`config.mk`:
```
export PLATFORM = sky130hd
export DESIGN_NAME = rrt_ring_ctrl
export DESIGN_NICKNAME = d
export VERILOG_FILES = /design/src/core/rrt_pkg.sv /design/src/core/rrt_down_timer.sv /design/src/core/rrt_ring_ctrl.sv
export SDC_FILE = /design/constraint.sdc
export NUM_CORES = 1
export LEC_CHECK = 0
export BUFFER_PORTS_ARGS = -buffer_cell sky130_fd_sc_hd__buf_2
export CAP_MARGIN = 10
export CORE_MARGIN = 1
export CORE_UTILIZATION = 35
export DETAILED_ROUTE_END_ITERATION = 12
export PLACE_DENSITY = 0.52
export SETUP_SLACK_MARGIN = 0.3
export SYNTH_ARGS = -nofsm -noshare
export SYNTH_HDL_FRONTEND = slang
export SYNTH_SLANG_ARGS = --single-unit
```
`constraint.sdc`:
```
create_clock -name mclk_i -period 8.1 [get_ports mclk_i]
set_input_delay 0.405 -clock mclk_i [delete_from_list [all_inputs] [get_ports mclk_i]]
set_output_delay 0.405 -clock mclk_i [all_outputs]
set_load 0.005 [all_outputs]
```
`src/core/rrt_pkg.sv`:
```
// Package: constants, register map and frame descriptors of the ring redundancy block
package rrt_pkg;

  // System clock and the two timer rates, all in MHz
  localparam int unsigned CLK_MHZ = 250;
  localparam int unsigned TS_MHZ = 100;
  localparam int unsigned DT_MHZ = 50;

  // Phase accumulator constants derived from the rates above
  localparam logic [7:0] ACC_MODULUS = 8'(CLK_MHZ);
  localparam logic [7:0] TS_STEP = 8'(TS_MHZ);
  localparam logic [7:0] DT_STEP = 8'(DT_MHZ);
  localparam logic [7:0] ACC_RESET = 8'h00;

  // Register indices as printed; byte address is four times the index
  localparam logic [7:0] IDX_TS_LOW = 8'h64;
  localparam logic [7:0] IDX_TS_HIGH = 8'h66;
  localparam logic [7:0] IDX_RELOAD_LOW = 8'h68;
  localparam logic [7:0] IDX_RELOAD_HIGH = 8'h6A;
  localparam logic [7:0] IDX_CONTROL = 8'h6C;

  localparam int unsigned ADDR_W = 12;
  localparam logic [ADDR_W-1:0] ADDR_TS_LOW = {2'h0, IDX_TS_LOW, 2'h0};
  localparam logic [ADDR_W-1:0] ADDR_TS_HIGH = {2'h0, IDX_TS_HIGH, 2'h0};
  localparam logic [ADDR_W-1:0] ADDR_RELOAD_LOW = {2'h0, IDX_RELOAD_LOW, 2'h0};
  localparam logic [ADDR_W-1:0] ADDR_RELOAD_HIGH = {2'h0, IDX_RELOAD_HIGH, 2'h0};
  localparam logic [ADDR_W-1:0] ADDR_CONTROL = {2'h0, IDX_CONTROL, 2'h0};

  // Control register field positions
  localparam int unsigned CTL_RING_EN = 1;
  localparam int unsigned CTL_SUPERVISOR = 2;
  localparam int unsigned CTL_P1_RX_BLOCKED = 3;
  localparam int unsigned CTL_P1_TX_BLOCKED = 4;
  localparam int unsigned CTL_P2_RX_BLOCKED = 5;
  localparam int unsigned CTL_P2_TX_BLOCKED = 6;
  localparam int unsigned CTL_P1_BEACON_TO_HOST = 7;
  localparam int unsigned CTL_P2_BEACON_TO_HOST = 8;
  localparam int unsigned CTL_P1_BTO_ENABLE = 9;
  localparam int unsigned CTL_P2_BTO_ENABLE = 10;
  localparam int unsigned CTL_PIT_ENABLE = 11;
  localparam int unsigned CTL_CLR_SRCID = 12;
  localparam int unsigned CTL_DROP_RESERVED = 13;
  localparam int unsigned CTL_ANNOUNCE_TO_HOST = 14;

  // Storable control bits: 14:1 except the self-clearing one
  localparam logic [15:0] CTL_STORE_MASK = 16'h6FFE;
  localparam logic [15:0] REG16_RESET = 16'h0000;
  localparam logic [31:0] REG32_RESET = 32'h00000000;
  localparam logic [31:0] CNT_ONE = 32'h00000001;

  // Port identifiers as carried in a host frame's source port field
  localparam logic [1:0] PORT1_ID = 2'h1;
  localparam logic [1:0] PORT2_ID = 2'h2;

  // Ring frame classes, as recognised by the parser in front of this block
  typedef enum logic [2:0] {
    FRM_OTHER,
    FRM_BEACON,
    FRM_NBR_CHECK,
    FRM_LINK_STATUS,
    FRM_ANNOUNCE
  } rrt_frame_kind_t;

  // Descriptor of a frame received on an external port
  typedef struct packed {
    rrt_frame_kind_t kind;
    logic src_is_supervisor;
    logic dst_is_host;
    logic dst_reserved;
    logic crc_ok;
    logic host_wanted;
    logic other_wanted;
  } rrt_rx_frame_t;

  // Forwarding verdict for one received frame
  typedef struct packed {
    logic to_host;
    logic to_other;
  } rrt_fwd_t;

  // Descriptor of a frame the host wants to send
  typedef struct packed {
    rrt_frame_kind_t kind;
    logic [1:0] src_port;
  } rrt_host_tx_t;

endpackage

```
`src/core/rrt_down_timer.sv`:
```
// Reloading 32-bit down-counter shared by the interval and beacon timeout timers
`timescale 1ns/1ns
module rrt_down_timer (
  // Clock and reset
  input wire logic mclk_i,
  input wire logic rst_i,
  // Control
  input wire logic enable_i,
  input wire logic tick_i,
  input wire logic restart_i,
  input wire logic [31:0] reload_i,
  // Status
  output logic expire_o,
  output logic [31:0] count_o
);
  import rrt_pkg::*;

  logic armed_r;
  logic expire_r;
  logic [31:0] count_r;

  // Arm on the enable edge by loading the reload value
  always_ff @(posedge mclk_i or posedge rst_i) begin
    if (rst_i) begin
      armed_r <= 1'b0;
    end else begin
      armed_r <= enable_i;
    end
  end

  // Count on each slow tick; a disabled timer freezes where it stands
  always_ff @(posedge mclk_i or posedge rst_i) begin
    if (rst_i) begin
      count_r <= REG32_RESET;
      expire_r <= 1'b0;
    end else begin
      expire_r <= 1'b0;
      if (enable_i && !armed_r) begin
        count_r <= reload_i;
      end else if (enable_i && restart_i) begin
        count_r <= reload_i;
      end else if (enable_i && tick_i) begin
        // A reload of zero or one expires on every tick
        if (count_r <= CNT_ONE) begin
          count_r <= reload_i;
          expire_r <= 1'b1;
        end else begin
          count_r <= count_r - CNT_ONE;
        end
      end
    end
  end

  assign expire_o = expire_r;
  assign count_o = count_r;

endmodule

```
`src/core/rrt_ring_ctrl.sv`:
```
// Ring redundancy timers, control register and forwarding verdicts
//
// The APB slave port was left to the implementer.
`timescale 1ns/1ns
module rrt_ring_ctrl (
  // Clock and reset
  input wire logic mclk_i,
  input wire logic rst_i,
  // APB slave
  input wire logic [rrt_pkg::ADDR_W-1:0] paddr_i,
  input wire logic psel_i,
  input wire logic penable_i,
  input wire logic pwrite_i,
  input wire logic [31:0] pwdata_i,
  input wire logic [3:0] pstrb_i,
  output logic [31:0] prdata_o,
  output logic pready_o,
  output logic pslverr_o,
  // Received frame descriptors, index 0 is port 1
  input wire logic [1:0] rx_valid_i,
  input wire rrt_pkg::rrt_rx_frame_t [1:0] rx_frame_i,
  output logic [1:0] fwd_valid_o,
  output logic [1:0] fwd_to_host_o,
  output logic [1:0] fwd_to_other_o,
  // Host transmit descriptor
  input wire logic host_tx_valid_i,
  input wire rrt_pkg::rrt_host_tx_t host_tx_i,
  output logic host_tx_done_o,
  output logic [1:0] host_tx_permit_o,
  // Beacon timeout timers
  input wire logic [31:0] beacon_timeout_i,
  output logic [1:0] beacon_timeout_o,
  // Event flag and interrupt
  input wire logic pit_mask_i,
  input wire logic pit_clear_i,
  output logic pit_flag_o,
  output logic host_irq_o,
  // Other status towards the switch
  output logic srcid_clear_o,
  output logic [31:0] timestamp_o
);
  import rrt_pkg::*;

  // One step of a fractional rate divider: {tick, next phase}
  function automatic logic [8:0] rate_step(input logic [7:0] acc, input logic [7:0] step);
    logic [8:0] sum;
    sum = {1'b0, acc} + {1'b0, step};
    if (sum >= {1'b0, ACC_MODULUS}) begin
      rate_step = {1'b1, 8'(sum - {1'b0, ACC_MODULUS})};
    end else begin
      rate_step = {1'b0, sum[7:0]};
    end
  endfunction

  // Byte-lane merge of a 16-bit register
  function automatic logic [15:0] lane_merge(input logic [15:0] old, input logic [31:0] wd,
                                             input logic [3:0] strb);
    lane_merge = {strb[1] ? wd[15:8] : old[15:8], strb[0] ? wd[7:0] : old[7:0]};
  endfunction

  logic [7:0] ts_acc_r;
  logic [7:0] dt_acc_r;
  logic ts_tick_r;
  logic dt_tick_r;
  logic [8:0] ts_step;
  logic [8:0] dt_step;
  logic [31:0] ts_count_r;
  logic [15:0] ts_high_hold_r;
  logic [15:0] reload_low_r;
  logic [15:0] reload_high_r;
  logic [15:0] control_r;
  logic srcid_clear_r;
  logic pit_flag_r;
  logic pit_expire;
  logic [31:0] prdata_r;
  logic setup_rd;
  logic access_wr;
  logic mapped;
  logic ring_en;
  logic supervisor;
  logic [1:0] rx_blocked;
  logic [1:0] tx_blocked;
  logic [1:0] beacon_to_host;
  logic [1:0] bto_enable;
  logic [1:0] beacon_seen;
  rrt_fwd_t [1:0] verdict;
  rrt_fwd_t [1:0] verdict_r;
  logic [1:0] fwd_valid_r;
  logic [1:0] tx_permit;
  logic [1:0] tx_permit_r;
  logic tx_done_r;

  // Control fields
  assign ring_en = control_r[CTL_RING_EN];
  assign supervisor = control_r[CTL_SUPERVISOR];
  assign rx_blocked = {control_r[CTL_P2_RX_BLOCKED], control_r[CTL_P1_RX_BLOCKED]};
  assign tx_blocked = {control_r[CTL_P2_TX_BLOCKED], control_r[CTL_P1_TX_BLOCKED]};
  assign beacon_to_host = {control_r[CTL_P2_BEACON_TO_HOST], control_r[CTL_P1_BEACON_TO_HOST]};
  assign bto_enable = {control_r[CTL_P2_BTO_ENABLE], control_r[CTL_P1_BTO_ENABLE]};

  // Slow rate enables; phase accumulators give exact average rates
  assign ts_step = rate_step(ts_acc_r, TS_STEP);
  assign dt_step = rate_step(dt_acc_r, DT_STEP);

  always_ff @(posedge mclk_i or posedge rst_i) begin
    if (rst_i) begin
      ts_acc_r <= ACC_RESET;
      dt_acc_r <= ACC_RESET;
      ts_tick_r <= 1'b0;
      dt_tick_r <= 1'b0;
    end else begin
      ts_acc_r <= ts_step[7:0];
      dt_acc_r <= dt_step[7:0];
      ts_tick_r <= ts_step[8];
      dt_tick_r <= dt_step[8];
    end
  end

  // Free-running timestamp; never stopped, wraps by width
  always_ff @(posedge mclk_i or posedge rst_i) begin
    if (rst_i) begin
      ts_count_r <= REG32_RESET;
    end else if (ts_tick_r) begin
      ts_count_r <= ts_count_r + CNT_ONE;
    end
  end

  // APB phase decode; every access completes without wait states
  assign setup_rd = psel_i && !penable_i && !pwrite_i;
  assign access_wr = psel_i && penable_i && pwrite_i;
  assign mapped = (paddr_i == ADDR_TS_LOW) || (paddr_i == ADDR_TS_HIGH) ||
                  (paddr_i == ADDR_RELOAD_LOW) || (paddr_i == ADDR_RELOAD_HIGH) ||
                  (paddr_i == ADDR_CONTROL);
  assign pready_o = 1'b1;
  assign pslverr_o = psel_i && penable_i && !mapped;

  // High-half holder; captured with the same edge as the low-half data
  always_ff @(posedge mclk_i or posedge rst_i) begin
    if (rst_i) begin
      ts_high_hold_r <= REG16_RESET;
    end else if (setup_rd && (paddr_i == ADDR_TS_LOW)) begin
      ts_high_hold_r <= ts_count_r[31:16];
    end
  end

  // Read data taken in the setup cycle so that it is a flop in access
  always_ff @(posedge mclk_i or posedge rst_i) begin
    if (rst_i) begin
      prdata_r <= REG32_RESET;
    end else if (setup_rd) begin
      case (paddr_i)
        ADDR_TS_LOW: begin
          prdata_r <= {REG16_RESET, ts_count_r[15:0]};
        end
        ADDR_TS_HIGH: begin
          prdata_r <= {REG16_RESET, ts_high_hold_r};
        end
        ADDR_RELOAD_LOW: begin
          prdata_r <= {REG16_RESET, reload_low_r};
        end
        ADDR_RELOAD_HIGH: begin
          prdata_r <= {REG16_RESET, reload_high_r};
        end
        ADDR_CONTROL: begin
          prdata_r <= {REG16_RESET, control_r};
        end
        default: begin
          prdata_r <= REG32_RESET;
        end
      endcase
    end
  end
  assign prdata_o = prdata_r;

  // Interval reload value; changing it while enabled takes effect at next reload
  always_ff @(posedge mclk_i or posedge rst_i) begin
    if (rst_i) begin
      reload_low_r <= REG16_RESET;
      reload_high_r <= REG16_RESET;
    end else if (access_wr) begin
      if (paddr_i == ADDR_RELOAD_LOW) begin
        reload_low_r <= lane_merge(reload_low_r, pwdata_i, pstrb_i);
      end
      if (paddr_i == ADDR_RELOAD_HIGH) begin
        reload_high_r <= lane_merge(reload_high_r, pwdata_i, pstrb_i);
      end
    end
  end

  // Control register; reserved and self-clearing bits never store
  always_ff @(posedge mclk_i or posedge rst_i) begin
    if (rst_i) begin
      control_r <= REG16_RESET;
    end else if (access_wr && (paddr_i == ADDR_CONTROL)) begin
      control_r <= lane_merge(control_r, pwdata_i, pstrb_i) & CTL_STORE_MASK;
    end
  end

  // Clear-source-ID strobe, one cycle after the write completes
  always_ff @(posedge mclk_i or posedge rst_i) begin
    if (rst_i) begin
      srcid_clear_r <= 1'b0;
    end else begin
      srcid_clear_r <= access_wr && (paddr_i == ADDR_CONTROL) && pstrb_i[1] &&
                       pwdata_i[CTL_CLR_SRCID];
    end
  end
  assign srcid_clear_o = srcid_clear_r;

  // Periodic interval timer
  rrt_down_timer u_pit (
    .mclk_i(mclk_i),
    .rst_i(rst_i),
    .enable_i(control_r[CTL_PIT_ENABLE]),
    .tick_i(dt_tick_r),
    .restart_i(1'b0),
    .reload_i({reload_high_r, reload_low_r}),
    .expire_o(pit_expire),
    .count_o()
  );

  // Interval event flag; a new expiry beats a clear in the same cycle
  always_ff @(posedge mclk_i or posedge rst_i) begin
    if (rst_i) begin
      pit_flag_r <= 1'b0;
    end else if (pit_expire) begin
      pit_flag_r <= 1'b1;
    end else if (pit_clear_i) begin
      pit_flag_r <= 1'b0;
    end
  end
  assign pit_flag_o = pit_flag_r;
  assign host_irq_o = pit_flag_r && pit_mask_i;

  // Supervisor beacons with good CRC restart that port's timeout
  always_comb begin
    for (int p = 0; p < 2; p++) begin
      beacon_seen[p] = rx_valid_i[p] && (rx_frame_i[p].kind == FRM_BEACON) &&
                       rx_frame_i[p].src_is_supervisor && rx_frame_i[p].crc_ok;
    end
  end

  // Per-port beacon timeout timers from one shared value
  for (genvar g = 0; g < 2; g++) begin : g_bto
    rrt_down_timer u_bto (
      .mclk_i(mclk_i),
      .rst_i(rst_i),
      .enable_i(ring_en && bto_enable[g]),
      .tick_i(dt_tick_r),
      .restart_i(beacon_seen[g]),
      .reload_i(beacon_timeout_i),
      .expire_o(beacon_timeout_o[g]),
      .count_o()
    );
  end

  // Forwarding verdict per received frame; other index is the opposite port
  always_comb begin
    for (int p = 0; p < 2; p++) begin
      verdict[p].to_host = rx_frame_i[p].host_wanted;
      verdict[p].to_other = rx_frame_i[p].other_wanted;
      if (ring_en) begin
        case (rx_frame_i[p].kind)
          FRM_BEACON: begin
            // Foreign-source beacons always reach the host
            verdict[p].to_host = beacon_to_host[p] ||
                                 !rx_frame_i[p].src_is_supervisor;
            verdict[p].to_other = !supervisor;
          end
          FRM_NBR_CHECK: begin
            verdict[p].to_host = 1'b1;
            verdict[p].to_other = 1'b0;
          end
          FRM_LINK_STATUS: begin
            verdict[p].to_host = rx_frame_i[p].dst_is_host;
            verdict[p].to_other = !rx_frame_i[p].dst_is_host && !rx_blocked[p];
          end
          FRM_ANNOUNCE: begin
            verdict[p].to_host = control_r[CTL_ANNOUNCE_TO_HOST];
            verdict[p].to_other = rx_frame_i[p].other_wanted && !rx_blocked[p];
          end
          default: begin
            verdict[p].to_host = rx_frame_i[p].host_wanted && !rx_blocked[p];
            verdict[p].to_other = rx_frame_i[p].other_wanted && !rx_blocked[p];
          end
        endcase
        // Opposite port transmit block passes only relayed beacons of a non-supervisor
        if (tx_blocked[1-p] && !((rx_frame_i[p].kind == FRM_BEACON) && !supervisor)) begin
          verdict[p].to_other = 1'b0;
        end
      end
      if (control_r[CTL_DROP_RESERVED] && rx_frame_i[p].dst_reserved) begin
        verdict[p].to_other = 1'b0;
      end
    end
  end

  // Verdicts registered; one cycle after the descriptor
  always_ff @(posedge mclk_i or posedge rst_i) begin
    if (rst_i) begin
      fwd_valid_r <= 2'h0;
      verdict_r <= '0;
    end else begin
      fwd_valid_r <= rx_valid_i;
      for (int p = 0; p < 2; p++) begin
        if (rx_valid_i[p]) begin
          verdict_r[p] <= verdict[p];
        end
      end
    end
  end

  assign fwd_valid_o = fwd_valid_r;
  assign fwd_to_host_o = {verdict_r[1].to_host, verdict_r[0].to_host};
  assign fwd_to_other_o = {verdict_r[1].to_other, verdict_r[0].to_other};

  // Host transmit permission per external port
  always_comb begin
    for (int p = 0; p < 2; p++) begin
      tx_permit[p] = 1'b1;
      if (ring_en && tx_blocked[p]) begin
        tx_permit[p] = ((host_tx_i.kind == FRM_BEACON) && supervisor) ||
                       ((host_tx_i.kind == FRM_NBR_CHECK) &&
                        (host_tx_i.src_port == ((p == 0) ? PORT1_ID : PORT2_ID)));
      end
    end
  end

  // Permission registered with a done strobe
  always_ff @(posedge mclk_i or posedge rst_i) begin
    if (rst_i) begin
      tx_done_r <= 1'b0;
      tx_permit_r <= 2'h0;
    end else begin
      tx_done_r <= host_tx_valid_i;
      if (host_tx_valid_i) begin
        tx_permit_r <= tx_permit;
      end
    end
  end

  assign host_tx_done_o = tx_done_r;
  assign host_tx_permit_o = tx_permit_r;
  assign timestamp_o = ts_count_r;

endmodule

```
==> summary.txt, run 1 <==
Synth
  – Post-synth ARST share: 100%
  – Post-Syn Area per Cell: 9.58 sq um
  – Area contributors post-synth: dfrtp_1, mux2_2, o21ai_0
  – Synth Area in Compound Gates: 18.5%
  – Share of the yosys chip area belonging to registers: 44.9%
  – Synth Area in Adders: 1.51%
  – Primary FF master, synth: dfrtp_1
  – Yosys reg bits: 238
  – Post-synthesis xor/xnor area fraction: 2.97%
  – Yosys warning count: 0
  – Number of synthesized flops with an enable pin: 0
  – Post-synth top area cell: dfrtp_1
  – Post-Synth Simple-Gate Area: 19.9%
  – Gate Count Post-Synth: 1383
  – Largest family of logic cells by synthesized area: simple AND/OR/NAND/NOR gates
  – Post-synth cell types: 78
  – Synth top area share: 44.9%
  – Mux cell area share after synthesis: 7.31%
  – Post-Syn Area: 13300 sq um

Placement
  – Post-DP Area: 14400 sq um
  – DP HPWL: 28700 um
  – Routability congestion estimate from global placement: 0.832
  – PortBufs: 157
  – Placed cells: 1976

Pwr
  – Total power: 2.85 mW
  – Lkg Pwr: 6.94 nW
  – Pwr Density: 184 nW/um^2
  – VDD IR-drop max: 0.160 mV

Layout
  – Cell Count, Final, Fillers Out: 2033
  – Layout cell share with drive strength beyond 1: 20.3%
  – Final Instance Area: 15500 sq um
  – ANT cells: 0
  – Synth-to-Final Area Change: 16.6%
  – Nets: 1635

Setup path
  – Worst setup EP type: flip-flop
  – Crit path max-delay family: simple AND/OR/NAND/NOR gates
  – Arr. time, crit path: 4.39 ns
  – Crit Path Max Fanout: 30
  – CP Launch Type: flip-flop
  – Max incr delay on CP: 0.88 ns
  – Critical path type: reg2reg
  – Slowest CP cell: nand2_1
  – Worst EP required: 8.55 ns
  – WP buf/inv: 0
  – Cell Chain, Critical Path: or4_4, or3_1, or4_1, nand2_1, o21ai_0, a221o_1

Floorplanning
  – # IOs: 193
  – Full die area: 38700 sq um
  – Die extent in y: 197 um
  – Initial Utilization: 35.9%
  – Die span in x: 197 um
  – Core box area: 37000 sq um
  – Row count: 70

Timing
  – RSZ-0062 raised after global routing: no
  – Setup tns final: 0 ns
  – Fin. Hold Viols: 0
  – Worst-Margin Slew: 1.13 ns
  – Headroom to the max-slew limit: 24.3%
  – Final Skew: 0.0128 ns
  – Final period utilization: 48.6%
  – Peak Freq: 254 MHz
  – Fin. max-slew vios: 0
  – Final setup viols: 0
  – Hold Worst Slack: 0.0429 ns
  – Clock period minus worst slack: 3.94 ns

Global route
  – Vias in the first global route: 10.7k
  – Grt ovf: 0
  – Largest net degree at the start of global routing: 127
  – Global-route wire length before repair: 63300 um
  – Initial antenna violation count: 3
  – All-Layer GR Usage: 20.9%

Clock network
  – CTS Sinks: 238
  – Clock root cell: clkbuf_16
  – H-tree lvl count: 1
  – Insertion delay to the later sink of the worst-skew pair: 0.57 ns
  – Setup bufs post-CTS: 0
  – Worst-path clk slew: 0.06 ns
  – TritonCTS buffer count: 29
  – CTS tree: built
  – Longest Clk Path Bufs: 3

Outcome
  – Status: completed

Flow run
  – Max-Cap Viols: 0

Routing
  – Final WL: 40500 um
  – DRT Pass-1 Iters: 5
  – Vias: 11.5k
  – ANT nets after route: 0
  – Vias per cell: 5.67
  – Initial DRC count: 675
  – Routed len/inst: 19.9 um
  – Drt drc: 0

Hold path
  – Hold Path Class: in2reg
## path summary, 6_finish.rpt
| kind | cells after the start | slack, ns | startpoint | to |
|---|---|---|---|---|
| hold / removal | 2 | 0.04 | rx_frame_i[3] | fwd_to_other_o[0] |
| setup reg to reg | 6 | 4.16 | u_pit.count_o[18] | u_pit.count_o[21] |
| min in group asynchronous | 2 | 0.05 | rst_i | g_bto[0].u_bto.count_o[19] |
| max in group asynchronous | 3 | 6.64 | rst_i | timestamp_o[13] |
| hold reg to reg | 1 | 0.43 | u_pit.expire_o | pit_flag_o |
| setup / recovery | 6 | 4.16 | u_pit.count_o[18] | u_pit.count_o[21] |
## cells in the final DEF (no fill, tap or decap), types with 7 or more instances in the layout
cell type,instances
o211ai_1,9
a311o_1,9
inv_1,46
o21ai_0,79
nand2_1,103
o41ai_1,11
and3_1,14
and2_1,8
nand2b_1,7
o22ai_1,8
buf_4,12
a221oi_1,15
conb_1,17
nor2b_1,10
nand3_1,65
nand4_1,44
or4_1,14
mux2_2,62
o21a_1,12
a22oi_1,19
o2bb2ai_1,16
xor2_1,13
xnor2_1,32
buf_2,157
o22a_1,12
or3_1,20
clkbuf_16,29
nor4_1,32
a21oi_1,63
a31oi_1,15
or2_2,10
a2bb2oi_1,21
dfrtp_1,238
a211o_1,11
nor3_1,51
nor2_1,81
ha_1,16
nor3b_1,8
mux2i_1,27
## worst reg2reg max path, stage by stage, from the launching register on
cell	delay, ns
dfrtp_1	0.43
or4_4	0.57
or3_1	0.52
or4_1	0.84
nand2_1	0.88
o21ai_0	0.21
a221o_1	0.37
## logic make-up after synthesis
family          after synthesis
flops                       238
fa+ha+maj                    16
mux                          89
buf+inv                     142
compound gates              353
other cells                   2
simple gates                498
xor+xnor                     45
## area by class of cell
type,instances,area [sq um]
multi-input cells,1018,6740
flip-flops and latches,238,5960
clock buffers,32,747
fillers,3712,21500
inverters,47,184
clock inverters,22,297
repair buffers,172,906
well taps,504,631
## layer usage
layer  GRT usage (%)  vias to the layer above  routed length, um
li1                -                     5431                  -
met1            32.1                     5715              19900
met2            30.4                      323              17300
met3            3.06                       55               2280
met4            5.05                        4                928
met5               0                        -                 21
## power breakdown
group | internal, mW | switching, mW
registers | 1.20 | 0.0114
clock network | 0.862 | 0.563
logic | 0.0679 | 0.139
total | 2.13 | 0.714
## stage by stage
step	setup WS [ns]	utilization (%)
after floorplan	1.16	-
after global placement	4.19	38.9
after detailed placement	4.15	38.9
after CTS	4.15	41.8
after global routing	3.94	41.8
final	4.16	41.8
## cell usage after synthesis, drive strengths merged (4+ instances only)
cell       n
nor3b     10
nand2    103
a221oi    15
buf       38
a311o      9
nor4      33
o22a      12
nor3      51
and4       5
a31oi     15
or3       20
a2bb2oi   21
o21a      12
xor2      13
mux2i     27
inv       47
or2       10
o211ai     9
or4       15
nand3     65
o2bb2ai   16
clkbuf    57
mux2      62
o21ai     83
nor2b     10
and3      14
nand2b     7
o311ai     6
or3b       4
ha        16
o41ai     11
a41oi      4
nor2      81
nand3b     6
a21oi     64
and2       9
a22oi     19
o22ai      8
xnor2     32
a221o      5
a211o     11
dfrtp    238
nand4     44
## state kept, by name, indices dropped and copies added, names as in the netlist, 2 cells and up
name and count:
g_bto.u_bto.count_o 64, timestamp_o 32, u_pit.count_o 32, prdata_o 16
reload_high_r 16, reload_low_r 16, ts_high_hold_r 16, control_r 13
dt_acc_r 7, ts_acc_r 7, fwd_to_host_o 2, fwd_to_other_o 2
fwd_valid_o 2, g_bto.u_bto.armed_r 2, g_bto.u_bto.expire_o 2, host_tx_permit_o 2
## what timing repair did
action / CTS / global route
resized for setup: 0 / 0
hold buffers: 3 / 0
endpoints found under the hold margin: 3 / 0
No activity file was read; power rests on OpenSTA's default activity.
==> run 2: changes to the inputs <==
==> constraint.sdc (replaced) <==
create_clock -name mclk_i -period 4.09 [get_ports mclk_i]
set_input_delay 0.2045 -clock mclk_i [delete_from_list [all_inputs] [get_ports mclk_i]]
set_output_delay 0.2045 -clock mclk_i [all_outputs]
set_load 0.005 [all_outputs]
==> run 2 against run 1 <==
Net effect:
- combinational power up 120%
- non-clock buffer count up 63
- global-route usage up 0.14 points
- fmax up 23%
- clock skew up 0.019 ns
- setup slack worse by 3.3 ns
- final area up 3.7%
- sequential power up 99%
- sequential cell count unchanged
- critical endpoint is now g_bto[0].u_bto.count_o[26]
- first-iteration DRC count up 25%
- total power up 94%
==> summary.txt, run 2 (synthesis results as in run 1) <==
Placement
  – Routability congestion estimate from global placement: 0.856
  – Post-DP Area: 14500 sq um
  – Placed cells: 1986
  – Worst slack, placed: 0.936 ns
  – DP HPWL: 28600 um
  – PortBufs: 157

Clock network
  – CTS tree: built
  – Setup bufs post-CTS: 0
  – H-tree lvl count: 1
  – Cts repair resizes: 0
  – Longest Clk Path Bufs: 3
  – Hold-fix buffers, CTS: 56
  – CTS Sinks: 238
  – Clock root cell: clkbuf_16
  – TritonCTS buffer count: 30
  – Worst-path clk slew: 0.06 ns
  – Insertion delay to the later sink of the worst-skew pair: 0.60 ns

Layout
  – Multi-input logic area: 6740 sq um
  – Max reg flops: 64
  – Cell Count, Final, Fillers Out: 2095
  – Storage element area: 5960 sq um
  – Nets: 1699
  – ANT cells: 0
  – Most frequent cells in the layout: dfrtp_1, buf_2, nand2_1, nor2_1, o21ai_0
  – Layout cell share with drive strength beyond 1: 19.7%
  – Fill cell count: 3644
  – Final Instance Area: 16000 sq um
  – Synth-to-Final Area Change: 20.9%
  – Most common cell after layout, fill and taps aside: dfrtp_1
  – Fin util: 43.4%

Pwr
  – Lkg Pwr: 7.19 nW
  – Pwr Density: 345 nW/um^2
  – Total power: 5.54 mW
  – VDD IR-drop max: 0.277 mV

Global route
  – Grt ovf: 0
  – Initial antenna violation count: 1
  – Vias in the first global route: 11.0k
  – Global-route wire length before repair: 64100 um
  – All-Layer GR Usage: 21.0%
  – Largest net degree at the start of global routing: 137

Floorplanning
  – Core box area: 37000 sq um
  – Die span in x: 197 um
  – Full die area: 38700 sq um
  – # IOs: 193
  – Initial Utilization: 35.9%
  – Row count: 70
  – Die extent in y: 197 um

Setup path
  – Critical path type: reg2reg
  – Cell Chain, Critical Path: or4_1, nor4_1, nand4_1, and2_1, buf_4, a31oi_1, a2bb2oi_1
  – CP Launch Type: flip-flop
  – FF-to-FF setup slack: 0.90 ns
  – Worst setup EP type: flip-flop
  – Max incr delay on CP: 0.63 ns
  – Depth of the most critical reg-to-reg path: 7
  – Arr. time, crit path: 3.68 ns
  – Worst EP required: 4.59 ns
  – Worst r2r src: g_bto[0].u_bto.count_o[18]
  – Crit Path Max Fanout: 27
  – Crit path launch: g_bto[0].u_bto.count_o[18]
  – Slowest CP cell: nor4_1

Timing
  – Setup tns final: 0 ns
  – RSZ-0062 raised after global routing: no
  – Fin. Hold Viols: 0
  – Final setup viols: 0
  – Final period utilization: 77.9%
  – Final Skew: 0.0314 ns
  – Clock period minus worst slack: 3.19 ns
  – Worst setup margin: 0.903 ns
  – Fin. max-slew vios: 0
  – Hold Worst Slack: 0.0335 ns
  – Headroom to the max-slew limit: 19.8%
  – Peak Freq: 314 MHz
  – Worst-Margin Slew: 1.20 ns

Routing
  – Initial DRC count: 842
  – Routed wl met3: 2540 um
  – DRT Pass-1 Iters: 5
  – ANT nets after route: 0
  – Final WL: 41100 um
  – Vias: 11.7k
  – Vias per cell: 5.59
  – Routed len/inst: 19.6 um
  – WL met1: 20000 um
  – Met2 routed WL: 17800 um
  – Top sig layer: met5
  – Drt drc: 0

Hold path
  – WHS Path Cells: 3
  – Hold Path Class: in2reg
  – Hold_sp: beacon_timeout_i[4]

Outcome
  – Status: completed

Flow run
  – Max-Cap Viols: 0
run 2: area by class of cell:
cell class / instances / share of cell area, %
clock inverters: 8 / 0.742
clock buffers: 45 / 5.41
inverters: 47 / 1.12
repair buffers: 235 / 9.59
flip-flops and latches: 238 / 37.2
multi-input cells: 1018 / 42.0
well taps: 504 / 3.93
run 2: final timing paths:
check,to
setup / recovery,g_bto[0].u_bto.count_o[26]
hold / removal,g_bto[0].u_bto.count_o[4]
setup reg to reg,g_bto[0].u_bto.count_o[26]
hold reg to reg,pit_flag_o
max in group asynchronous,ts_acc_r[2]
min in group asynchronous,host_tx_permit_o[1]
run 2: power by group:
| part | internal (mW) | switching (mW) |
|---|---|---|
| Combinational | 0.178 | 0.283 |
| Sequential | 2.38 | 0.0240 |
| Clock | 1.58 | 1.08 |
run 2: critical path, delay by kind of cell, from the launching register on:
kind	cells	cell delay, ns
and+or+nand+nor	4	1.95
DFF	1	0.41
AOI/OAI and AO/OA	2	0.34
buffers and inverters	1	0.39
run 2: routing by layer:
layer / track usage (%) / vias to the layer above
met2: 31.1 / 353
met5: 0 / -
met1: 32.2 / 5755
met3: 3.03 / 47
li1: - / 5558
met4: 4.68 / 2
==> run 3: changes to the inputs <==
--- a/config.mk
+++ b/config.mk
@@ -5,6 +5,7 @@
 export SDC_FILE = /design/constraint.sdc
 export NUM_CORES = 1
 export LEC_CHECK = 0
+export ABC_AREA = 1
 export BUFFER_PORTS_ARGS = -buffer_cell sky130_fd_sc_hd__buf_2
 export CAP_MARGIN = 10
 export CORE_MARGIN = 1
==> constraint.sdc (replaced) <==
create_clock -name mclk_i -period 3.1 [get_ports mclk_i]
set_input_delay 0.155 -clock mclk_i [delete_from_list [all_inputs] [get_ports mclk_i]]
set_output_delay 0.155 -clock mclk_i [all_outputs]
set_load 0.005 [all_outputs]
==> run 3 against run 2 <==
Net effect:
- setup slack got worse by 0.21 ns
- non-clock buffer count shrank 1
- sequential cell count stayed put
- area after synthesis is 16% higher
- clock power up 48%
- synthesized cell count rose by 64%
- global-route usage increased by 1.3 points
- critical endpoint is now g_bto[1].u_bto.count_o[7]
- highest routed layer is now met4
==> summary.txt, run 3 <==
Floorplanning
  – Core box area: 43300 sq um
  – Full die area: 44900 sq um
  – Die extent in y: 212 um
  – Initial Utilization: 35.7%
  – Row count: 76
  – Die span in x: 212 um
  – # IOs: 193

Setup path
  – Worst EP required: 3.56 ns
  – WP buf/inv: 2
  – Cell Chain, Critical Path: nand2_1, nor2_1, nand3b_1, nand2_2, nor2_4, inv_2, buf_12, nand3_1, o21ai_0
  – Crit Path Max Fanout: 26
  – Crit path max-delay family: simple AND/OR/NAND/NOR gates
  – Max incr delay on CP: 0.57 ns
  – Slowest CP cell: dfrtp_1
  – Worst setup EP type: flip-flop
  – Critical path type: reg2reg
  – CP Launch Type: flip-flop
  – Arr. time, crit path: 2.87 ns

Layout
  – Synth-to-Final Area Change: 19.3%
  – Most common cell after layout, fill and taps aside: nand2_1
  – Layout cell share with drive strength beyond 1: 12.1%
  – Fill cell count: 4570
  – Max reg flops: 64
  – Nets: 2593
  – Most frequent cells in the layout: nand2_1, inv_1, nor2_1, dfrtp_1, nand3_1
  – Cell Count, Final, Fillers Out: 3074
  – Fin util: 42.5%
  – Multi-input logic area: 7780 sq um
  – Storage element area: 5960 sq um

Timing
  – Worst-Margin Slew: 0.683 ns
  – Headroom to the max-slew limit: 54.4%
  – Setup tns final: 0 ns
  – Worst setup margin: 0.692 ns
  – Hold Worst Slack: 0.0328 ns
  – Fin. Hold Viols: 0
  – Final setup viols: 0
  – Final Skew: 0.0222 ns
  – Final period utilization: 77.7%
  – Peak Freq: 415 MHz
  – Fin. max-slew vios: 0
  – Clock period minus worst slack: 2.41 ns
  – RSZ-0062 raised after global routing: no

Routing
  – Vias per cell: 4.84
  – Routed len/inst: 16.0 um
  – DRT Pass-1 Iters: 5
  – ANT nets after route: 0
  – Initial DRC count: 1061
  – Final WL: 49300 um
  – Drt drc: 0
  – Vias: 14.9k

Global route
  – Grt ovf: 0
  – Global-route wire length before repair: 78900 um
  – Initial antenna violation count: 3
  – All-Layer GR Usage: 22.3%
  – Largest net degree at the start of global routing: 71
  – Vias in the first global route: 14.2k

Placement
  – Placed cells: 2957
  – DP HPWL: 36400 um
  – PortBufs: 157
  – Worst slack, placed: 0.706 ns
  – Routability congestion estimate from global placement: 0.895

Clock network
  – Worst-path clk slew: 0.06 ns
  – Clock root cell: clkbuf_16
  – Cts repair resizes: 0
  – Insertion delay to the later sink of the worst-skew pair: 0.60 ns
  – Longest Clk Path Bufs: 3
  – CTS Sinks: 238
  – H-tree lvl count: 1
  – CTS tree: built
  – Hold-fix buffers, CTS: 60
  – Setup bufs post-CTS: 0
  – TritonCTS buffer count: 30

Synth
  – Share of the yosys chip area belonging to registers: 38.6%
  – Most common cell in the synthesized netlist: nand2_1
  – Gate Count Post-Synth: 2262
  – Primary FF master, synth: dfrtp_1
  – Area contributors post-synth: dfrtp_1, nand2_1, inv_1
  – Post-Syn Area per Cell: 6.82 sq um
  – Post-synth top cells: nand2_1, inv_1, nor2_1
  – Post-synth top area cell: dfrtp_1
  – Synth top area share: 38.6%
  – Yosys warning count: 0
  – Post-synth ARST share: 100%
  – Number of synthesized flops with an enable pin: 0
  – Post-Syn Area: 15400 sq um
  – Post-synth cell types: 44
  – Yosys reg bits: 238

Pwr
  – Lkg Pwr: 9.14 nW
  – Pwr Density: 594 nW/um^2
  – VDD IR-drop max: 0.469 mV

Flow run
  – Max-Cap Viols: 0

Hold path
  – Hold Path Class: in2reg

Outcome
  – Status: completed
run 3: kinds of logic (layout without fill, tap and decap cells):
| family | count (synthesis) | in the layout | share of synthesized area (%) |
|---|---|---|---|
| compound gates | 214 | 214 | 7.62 |
| xor+xnor | 76 | 76 | 4.31 |
| fa+ha+maj | 16 | 16 | 1.30 |
| other cells | 2 | 19 | 0.0487 |
| buf+inv | 407 | 617 | 11.4 |
| simple gates | 1309 | 1309 | 36.7 |
| flops | 238 | 238 | 38.6 |
run 3: area by class of cell:
class | count | area share (%)
multi-input combinational | 1632 | 42.3
sequential | 238 | 32.4
timing repair buffer | 234 | 8.57
inverter | 328 | 6.72
clock buffer | 43 | 4.67
tap | 585 | 3.98
clock inverter | 12 | 1.41
antenna | 2 | 0.0272
run 3: power by group:
group	total, mW	switching, mW	internal, mW
Combinational	2.77	1.71	1.06
Clock	3.96	1.46	2.50
Sequential	4.21	0.607	3.60
Total	10.9	3.77	7.17
run 3: path summary, 6_finish.rpt:
| path | from | endpoint | slack [ns] | cells after the start |
|---|---|---|---|---|
| worst max-delay path | control_r[1] | g_bto[1].u_bto.count_o[7] | 0.69 | 9 |
| worst min-delay path | host_tx_i[1] | host_tx_permit_o[1] | 0.03 | 5 |
| worst max register to register | control_r[1] | g_bto[1].u_bto.count_o[7] | 0.69 | 9 |
| worst min register to register | fwd_to_host_o[1] | fwd_to_host_o[1] | 0.48 | 2 |
| max in group asynchronous | rst_i | g_bto[1].u_bto.count_o[24] | 2.10 | 4 |
| min in group asynchronous | rst_i | timestamp_o[7] | 0.17 | 3 |
run 3: stage by stage:
stage | instance area [sq um] | power, mW
after floorplan | 15500 | 6.17
after CTS | 18400 | 11.0
after detailed placement | 16700 | 6.93
final | 18400 | 10.9
after global routing | 18400 | 11.7
after global placement | 16700 | 6.89
run 3: metal layers:
metal  global-route usage, %  up-vias  wire, um
li1                        -     7479         -
met1                    32.2     6958     23600
met5                       0        -         0
met2                    34.8      353     22000
met3                    2.46       75      2400
met4                    6.90        0      1350
run 3: tightest hold or removal path, stage by stage:
cell and delay [ns]:
buf_2 0.08, inv_1 0.04, nor3_1 0.18, nor4_1 0.07, nor2_1 0.07
